==> src/verilog/bar_pkg.sv <==
// constants and types shared by the asynchronous receive engine
package bar_pkg;

    // ******************************************
    // clock and timing
    // ******************************************
    localparam int          CLK_PERIOD_NS = 50;
    localparam int          NS_PER_US     = 1000;
    localparam int          US_PER_MS     = 1000;
    localparam logic [4:0]  CYC_PER_US    = 5'(NS_PER_US / CLK_PERIOD_NS);
    localparam int          MS_CYCLES     = US_PER_MS * NS_PER_US
                                            / CLK_PERIOD_NS;
    localparam logic [12:0] BIT_OFFSET_US = 13'h014;

    // ******************************************
    // line configuration word
    // ******************************************
    localparam int           CFG_PERIOD_MSB = 11;
    localparam int           CFG_PARITY_BIT = 13;
    localparam int           CFG_INVERT_BIT = 14;
    localparam logic [15:0]  CFG_9600_7E_INV = 16'h6054;

    // ******************************************
    // sizes and reset values
    // ******************************************
    localparam int          DATA_W      = 8;
    localparam int          INDEX_W     = 4;
    localparam int          ARRAY_DEPTH = 16;
    localparam int          SEQ_MAX     = 3;
    localparam int          FIFO_DEPTH  = 4;
    localparam int          FIFO_W      = INDEX_W + DATA_W;
    localparam logic [15:0] CFG_RESET   = 16'h0000;

    // ******************************************
    // types
    // ******************************************
    typedef enum logic [1:0] {
        MODE_SINGLE,
        MODE_WAIT,
        MODE_STRING
    } bar_mode_t;

    typedef enum logic [1:0] {
        FR_IDLE,
        FR_START,
        FR_BITS,
        FR_STOP
    } bar_frame_t;

endpackage : bar_pkg

==> src/verilog/bar_sync.sv <==
// two flip-flop synchroniser for one pin input
`timescale 1ns/100ps
module bar_sync
    import bar_pkg::*;
(
    input  wire logic core_clk,
    input  wire logic rst,
    input  wire logic pinIn,
    output logic      pinSync
);
    logic stage1;

    // idle mark level until the first real samples arrive
    always_ff @(posedge core_clk)
    begin
        if (rst)
        begin
            stage1  <= 1'b1;
            pinSync <= 1'b1;
        end
        else
        begin
            stage1  <= pinIn;
            pinSync <= stage1;
        end
    end

endmodule : bar_sync

==> src/verilog/bar_fifo.sv <==
// small flip-flop fifo with valid and ready on both sides
`timescale 1ns/100ps
module bar_fifo
    import bar_pkg::*;
#(
    parameter int WIDTH = FIFO_W,
    parameter int DEPTH = FIFO_DEPTH
)(
    input  wire logic             core_clk,
    input  wire logic             rst,
    input  wire logic             inValid,
    output logic                  inReady,
    input  wire logic [WIDTH-1:0] inData,
    output logic                  outValid,
    input  wire logic             outReady,
    output logic [WIDTH-1:0]      outData
);
    localparam int AW = $clog2(DEPTH);

    logic [WIDTH-1:0] mem [DEPTH];
    logic [AW-1:0]    wrPtr;
    logic [AW-1:0]    rdPtr;
    logic [AW:0]      count;
    logic             doWrite;
    logic             doRead;

    assign inReady  = (count != (AW+1)'(DEPTH));
    assign outValid = (count != '0);
    assign outData  = mem[rdPtr];
    assign doWrite  = inValid && inReady;
    assign doRead   = outValid && outReady;

    always_ff @(posedge core_clk)
    begin
        if (doWrite)
        begin
            mem[wrPtr] <= inData;
        end
    end

    always_ff @(posedge core_clk)
    begin
        if (rst)
        begin
            wrPtr <= '0;
            rdPtr <= '0;
            count <= '0;
        end
        else
        begin
            if (doWrite)
                wrPtr <= (wrPtr == AW'(DEPTH-1)) ? '0 : wrPtr + 1'b1;
            if (doRead)
                rdPtr <= (rdPtr == AW'(DEPTH-1)) ? '0 : rdPtr + 1'b1;
            if (doWrite && !doRead)
                count <= count + 1'b1;
            else if (doRead && !doWrite)
                count <= count - 1'b1;
        end
    end

endmodule : bar_fifo

==> src/verilog/bar_receiver.sv <==
// asynchronous serial receive engine with flow pin, sequence wait, strings
`timescale 1ns/100ps
module bar_receiver
    import bar_pkg::*;
#(
    parameter int MS_CYCLES_P = MS_CYCLES
)(
    input  wire logic                   core_clk,
    input  wire logic                   rst,
    input  wire logic [15:0]            lineConfig,
    input  wire logic                   opStart,
    input  wire logic [1:0]             opMode,
    input  wire logic                   flowEnable,
    input  wire logic [15:0]            timeoutMs,
    input  wire logic [1:0]             seqLen,
    input  wire logic [SEQ_MAX*8-1:0]   seqChars,
    input  wire logic [INDEX_W-1:0]     strLen,
    input  wire logic                   rxPinIn,
    output logic                        rxPinOut,
    output logic                        rxPinOe,
    output logic                        flowPinOut,
    output logic                        flowPinOe,
    output logic                        busy,
    output logic                        doneOk,
    output logic                        parityFail,
    output logic                        timeoutFail,
    output logic                        overrun,
    output logic [INDEX_W:0]            byteCount,
    output logic                        outValid,
    input  wire logic                   outReady,
    output logic [DATA_W-1:0]           outData,
    output logic [INDEX_W-1:0]          outIndex
);
    localparam int PW = $clog2(MS_CYCLES_P + 1);

    // ******************************************
    // latched operation settings
    // ******************************************
    bar_mode_t         mode;
    logic              parityMode;
    logic              polInv;
    logic              flowOn;
    logic [17:0]       bitCycles;
    logic [15:0]       tmoLimit;
    logic [1:0]        seqTarget;
    logic [7:0]        seqLatched [SEQ_MAX];
    logic [INDEX_W:0]  strLimit;

    // ******************************************
    // frame and operation state
    // ******************************************
    bar_frame_t        frState;
    logic              rxSync;
    logic              rxLine;
    logic              rxPrev;
    logic [17:0]       bitTimer;
    logic [2:0]        bitIdx;
    logic [7:0]        shiftReg;
    logic              byteDone;
    logic              startEdge;
    logic              parityBad;
    logic [7:0]        byteValue;
    logic [1:0]        seqIdx;
    logic              seqWaiting;
    logic              tmoRunning;
    logic [PW-1:0]     msPre;
    logic [15:0]       msCount;
    logic              tmoHit;
    logic              pushValid;
    logic              pushReady;
    logic              launch;
    logic [FIFO_W-1:0] popData;

    // next sequence position after one byte; a miss may restart the match
    function automatic logic [1:0] nextSeqIdx(
        input logic [1:0] idx,
        input logic [7:0] b,
        input logic [7:0] c0,
        input logic [7:0] cIdx
    );
        if (b == cIdx)
            return idx + 2'h1;
        else if (b == c0)
            return 2'h1;
        else
            return 2'h0;
    endfunction : nextSeqIdx

    bar_sync u_rxSync (
        .core_clk (core_clk),
        .rst      (rst),
        .pinIn    (rxPinIn),
        .pinSync  (rxSync)
    );

    // ******************************************
    // settings captured at launch
    // ******************************************
    assign launch = opStart && !busy;

    always_ff @(posedge core_clk)
    begin
        if (rst)
        begin
            mode       <= MODE_SINGLE;
            parityMode <= CFG_RESET[CFG_PARITY_BIT];
            polInv     <= CFG_RESET[CFG_INVERT_BIT];
            flowOn     <= 1'b0;
            bitCycles  <= '0;
            tmoLimit   <= '0;
            seqTarget  <= '0;
            strLimit   <= '0;
        end
        else if (launch)
        begin
            // illegal mode code falls back to a single byte
            mode       <= (opMode == 2'h3) ? MODE_SINGLE : bar_mode_t'(opMode);
            parityMode <= lineConfig[CFG_PARITY_BIT];
            polInv     <= lineConfig[CFG_INVERT_BIT];
            flowOn     <= flowEnable;
            bitCycles  <= 18'(18'({1'b0, lineConfig[CFG_PERIOD_MSB:0]})
                              + 18'(BIT_OFFSET_US)) * 18'(CYC_PER_US);
            tmoLimit   <= timeoutMs;
            seqTarget  <= seqLen;
            strLimit   <= (strLen == '0) ? (INDEX_W+1)'(ARRAY_DEPTH)
                                         : {1'b0, strLen};
        end
    end

    generate
        for (genvar g = 0; g < SEQ_MAX; g++)
        begin : g_seq
            always_ff @(posedge core_clk)
            begin
                if (rst)
                    seqLatched[g] <= '0;
                else if (launch)
                    seqLatched[g] <= seqChars[g*8 +: 8];
            end
        end
    endgenerate

    // ******************************************
    // frame sampling
    // ******************************************
    assign rxLine    = rxSync ^ polInv;
    assign startEdge = busy && frState == FR_IDLE && rxPrev && !rxLine;
    assign parityBad = parityMode && (^shiftReg);
    assign byteValue = parityMode ? {1'b0, shiftReg[6:0]} : shiftReg;

    always_ff @(posedge core_clk)
    begin
        if (rst)
            rxPrev <= 1'b1;
        else
            rxPrev <= rxLine;
    end

    // only runs while an operation is open, so stray bytes vanish
    always_ff @(posedge core_clk)
    begin
        byteDone <= 1'b0;
        if (rst || !busy)
        begin
            frState  <= FR_IDLE;
            bitTimer <= '0;
            bitIdx   <= '0;
            shiftReg <= '0;
        end
        else
        begin
            unique case (frState)
                FR_IDLE:
                    if (startEdge)
                    begin
                        frState  <= FR_START;
                        bitTimer <= bitCycles >> 1;
                    end
                FR_START:
                    if (bitTimer != '0)
                        bitTimer <= bitTimer - 1'b1;
                    else if (rxLine)
                        frState <= FR_IDLE;
                    else
                    begin
                        frState  <= FR_BITS;
                        bitTimer <= bitCycles - 1'b1;
                        bitIdx   <= '0;
                    end
                FR_BITS:
                    if (bitTimer != '0)
                        bitTimer <= bitTimer - 1'b1;
                    else
                    begin
                        shiftReg <= {rxLine, shiftReg[7:1]};
                        bitIdx   <= bitIdx + 1'b1;
                        bitTimer <= bitCycles - 1'b1;
                        if (bitIdx == 3'h7)
                            frState <= FR_STOP;
                    end
                FR_STOP:
                    if (bitTimer != '0)
                        bitTimer <= bitTimer - 1'b1;
                    else
                    begin
                        frState  <= FR_IDLE;
                        byteDone <= 1'b1;
                    end
            endcase
        end
    end

    // ******************************************
    // timeout
    // ******************************************
    assign tmoHit = tmoRunning && msCount == tmoLimit;

    always_ff @(posedge core_clk)
    begin
        if (rst || launch)
        begin
            tmoRunning <= launch && timeoutMs != '0;
            msPre      <= '0;
            msCount    <= '0;
        end
        else if (startEdge || tmoHit || !busy)
            tmoRunning <= 1'b0;
        else if (tmoRunning)
        begin
            if (msPre == PW'(MS_CYCLES_P - 1))
            begin
                msPre   <= '0;
                msCount <= msCount + 1'b1;
            end
            else
                msPre <= msPre + 1'b1;
        end
    end

    // ******************************************
    // operation control
    // ******************************************
    assign seqWaiting = mode == MODE_WAIT && seqIdx != seqTarget;
    assign pushValid  = busy && byteDone && !parityBad && !seqWaiting;

    always_ff @(posedge core_clk)
    begin
        doneOk      <= 1'b0;
        parityFail  <= 1'b0;
        timeoutFail <= 1'b0;
        if (rst)
        begin
            busy      <= 1'b0;
            seqIdx    <= '0;
            byteCount <= '0;
            overrun   <= 1'b0;
        end
        else if (launch)
        begin
            busy      <= 1'b1;
            seqIdx    <= '0;
            byteCount <= '0;
            overrun   <= 1'b0;
        end
        else if (busy)
        begin
            if (tmoHit)
            begin
                busy        <= 1'b0;
                timeoutFail <= 1'b1;
            end
            else if (byteDone && parityBad)
            begin
                busy       <= 1'b0;
                parityFail <= 1'b1;
            end
            else if (byteDone && seqWaiting)
                seqIdx <= nextSeqIdx(seqIdx, byteValue, seqLatched[0],
                                     seqLatched[seqIdx]);
            else if (pushValid)
            begin
                byteCount <= byteCount + 1'b1;
                if (!pushReady)
                    overrun <= 1'b1;
                if (mode != MODE_STRING || byteCount + 1'b1 == strLimit)
                begin
                    busy   <= 1'b0;
                    doneOk <= 1'b1;
                end
            end
        end
    end

    // ******************************************
    // flow pin and receive pin direction
    // ******************************************
    assign rxPinOut = 1'b0;
    assign rxPinOe  = 1'b0;

    // go only while room remains, so the sender is held off when full
    always_ff @(posedge core_clk)
    begin
        if (rst)
        begin
            flowPinOut <= 1'b0;
            flowPinOe  <= 1'b0;
        end
        else
        begin
            if (launch && flowEnable)
                flowPinOe <= 1'b1;
            if (busy && pushReady)
                flowPinOut <= polInv;
            else
                flowPinOut <= ~polInv;
        end
    end

    bar_fifo #(
        .WIDTH (FIFO_W),
        .DEPTH (FIFO_DEPTH)
    ) u_fifo (
        .core_clk (core_clk),
        .rst      (rst),
        .inValid  (pushValid),
        .inReady  (pushReady),
        .inData   ({byteCount[INDEX_W-1:0], byteValue}),
        .outValid (outValid),
        .outReady (outReady),
        .outData  (popData)
    );

    assign outIndex = popData[FIFO_W-1:DATA_W];
    assign outData  = popData[DATA_W-1:0];
endmodule : bar_receiver

==> config.mk <==
export PLATFORM = sky130hd
export DESIGN_NAME = bar_receiver
export DESIGN_NICKNAME = d
export VERILOG_FILES = /design/src/verilog/bar_pkg.sv /design/src/verilog/bar_sync.sv /design/src/verilog/bar_fifo.sv /design/src/verilog/bar_receiver.sv
export SDC_FILE = /design/constraint.sdc
export NUM_CORES = 1
export LEC_CHECK = 0
export ABC_AREA = 1
export BUFFER_PORTS_ARGS = -buffer_cell sky130_fd_sc_hd__buf_4
export CAP_MARGIN = 30
export CORE_MARGIN = 2
export CORE_UTILIZATION = 38
export DETAILED_ROUTE_END_ITERATION = 16
export PLACE_DENSITY = 0.65
export SYNTH_ARGS = -nofsm -noshare
export SYNTH_HDL_FRONTEND = slang
export SYNTH_SLANG_ARGS = --single-unit
==> constraint.sdc <==
create_clock -name core_clk -period 3.5 [get_ports core_clk]
set_input_delay 0.525 -clock core_clk [delete_from_list [all_inputs] [get_ports core_clk]]
set_output_delay 0.525 -clock core_clk [all_outputs]
set_load 0.005 [all_outputs]
==> out/results.ini <==
[status]
outcome = finished clean

[final_layout]
drive_gt1_share_pct = 9.91
fillers = 2985
final_nets = 1778
seqCellArea_mm2 = 0.00487
multi_input_area_mm2 = 0.00567
final_util_pct = 45.0
n_antenna_cell = 0
final_area_mm2 = 0.0134
area_growth_pct = 16.1

[floorplanning]
die_w_um = 178
core_mm2 = 0.0298
ios = 97
die_h_um = 178
rows = 63
start_util_pct = 38.8
dieArea_mm2 = 0.0318

[clock_network]
insertion_delay_ns = 0.54
path_clk_slew_ns = 0.06
cts_tree = done
postCtsSetupBuffers = 0
cts_buffers = 25
hold_buffers = 0
clockRootBuffer = clkbuf_16
clkSinkCount = 207
cts.repair.resized = 0
h-tree-depth = 1
clock_path_buffers = 3

[pwr]
clock_power_share_pct = 40.8
p_total_uw = 6330
p_switching_uw = 1780
swShare_pct = 28.1
p_leak_uw = 0.00576
pwr-share-comb_pct = 17.2
internal-power_uw = 4550
power_density_mw_per_mm2 = 472
peakVddDrop_uv = 340
seq_power_share_pct = 42.0

[routing]
drc_errors = 0
first_pass_iters = 5
vias = 10386
drtIter0Drc = 802
totalWireLength_um = 29200
wl_per_cell_um = 14.1
drt-vias-per-instance = 5.00
ant_nets = 0

[critical_path]
cp_num_buf_inv = 4
critPathMaxFanout = 9
end_kind = flip-flop
crit_family = simple AND/OR/NAND/NOR gates
crit_type = flip-flop to flip-flop
max_stage_delay_ns = 0.52
cp_data_arrival_time_ns = 3.28
r2r_slack_ns = 0.65
crit_chain = inv_1 > nand2_1 > nand2_1 > inv_1 > nand2_1 > nand2_1 > nand2_1 > nand2_1 > nor2_1 > nor2_1 > nand2_1 > inv_1 > ha_1 > inv_1 > fa_1 > a21oi_1 > o21ai_0 > o21ai_0 > a21oi_1
cpMostUsedCell = nand2_1
cp-start-kind = flip-flop
slowest_stage = dfxtp_1
required_ns = 3.93

[yosys]
synth_ff_type = dfxtp_1
syn_area_mm2 = 0.0116
ys_async_sr_fraction_pct = 0
ys_seq_area_share_pct = 42.2
syn_inst = 1583
synth.top_cell.area_share_pct = 23.2
synthTopCellsByArea = dfxtp_1 (23%), edfxtp_1 (19%), nand2_1 (13%)
synth_warnings = 0
synth_cell_types = 46
synth-seq-cells = 207
yosys.cell_count.top_type = nand2_1
syn_avg_cell_area_um2 = 7.30
synth_edf_count = 73
yosys.area.top_type = dfxtp_1
yosys-top-cells-count = nand2_1 (401), inv_1 (194), nor2_1 (179), dfxtp_1 (134), o21ai_0 (128)

[job]
maxCapViolCount = 0

[placement]
dpl.hpwl_um = 21200
gp_congestion = 0.897
port_buffers = 92
dpl_cell_area_mm2 = 0.0126

[timing]
setup_viol = 0
max_slew_margin_pct = 53.1
drv_slew = 0
worst_pin_slew_ns = 0.703
timing.fmax_mhz = 351
fin_skew_ns = 0.0230
min_period_ns = 2.85
hold_violations = 0
rsz0062_at_grt = no
tns_ns = 0
period_share_pct = 81.3

[global_route]
grt_util_all_layers_pct = 18.5
grt.overflow.total = 0
antenna_found_initial = 0
grt_start_max_net_pins = 36
first_global_vias = 9763
grt_pass1_wl_um = 48100

[min_path]
holdCritPathClass = input pin to flip-flop

-- through the flow --
step | setup slack, ns | hold slack, ns | instances
5_1_grt | 0.283 | 0.183 | 2076
6_report | 0.653 | 0.189 | 2076
4_1_cts | 0.672 | 0.171 | 2076
3_3_place_gp | 0.452 | 0.392 | 2030
3_5_place_dp | 0.398 | 0.403 | 2030
2_1_floorplan | 0.869 | 0.389 | 1584
-- power groups by stage --
stage	logic, uW	registers, uW	clock network, uW
floorplan	716	2690	0
global placement	1070	2710	0
detailed placement	1080	2710	0
CTS	1090	2660	2630
global route	1240	2680	2720
finish	1090	2660	2580
-- kinds of logic after synthesis --
group / share of synthesized area, %
DFF: 42.2
adders and majority gates: 4.57
and+or+nand+nor: 27.3
other: 0.0324
AOI/OAI and AO/OA: 12.8
xor gates and xnor gates: 4.32
buffers and inverters: 8.84
-- state kept, by name, summed over array words and instances (netlist names), 3 cells and up, named ones only --
signal and count:
shiftReg 8, bitIdx 3, msCount 16, strLimit 5, u_fifo.mem 48, bitCycles 16
msPre 15, tmoLimit 16, seqLatched 24, u_fifo.count 3, bitTimer 18, byteCount 5
-- layer usage --
layer  global-route usage [%]  share of wire (%)  up-vias
met2                     30.0                 45      219
met1                     25.9                 48     4785
met3                     2.41                4.9       45
met4                     5.01                2.2        0
li1                         -                  -     5337
met5                        0                  0        -
-- final cells by class --
type                       instances  area share, %
multi-input combinational       1124           42.2
clock inverter                     9          0.783
inverter                         203           5.77
tap                              390           3.64
timing repair buffer             106           5.93
clock buffer                      37           5.30
sequential                       207           36.3
-- cell usage in the layout, fill, tap and decap left out, types with 24 or more instances in the layout --
master     count
buf_4        106
nand4_1       24
clkbuf_16     25
dfxtp_1      134
nor2_1       178
edfxtp_1      73
inv_1        194
o21ai_0      128
a21oi_1      103
ha_1          39
nand3_1       96
xor2_1        43
nand2_1      401
-- tightest hold or removal path, stage by stage --
cell and delay (ns):
buf_4 0.08, nand2_1 0.04, o21ai_0 0.05
-- path summary, 6_finish.rpt --
check	start	to	cells after the start
setup / recovery	shiftReg[6]$_SDFFE_PP0P_	u_fifo.count[2]$_SDFFE_PP0P_	19
hold reg to reg	u_rxSync.stage1$_SDFF_PP1_	u_rxSync.pinSync$_SDFF_PP1_	1
setup reg to reg	shiftReg[6]$_SDFFE_PP0P_	u_fifo.count[2]$_SDFFE_PP0P_	19
hold / removal	timeoutMs[15]	tmoLimit[15]$_SDFFE_PP0P_	3
(Power assumes the default switching activity.)
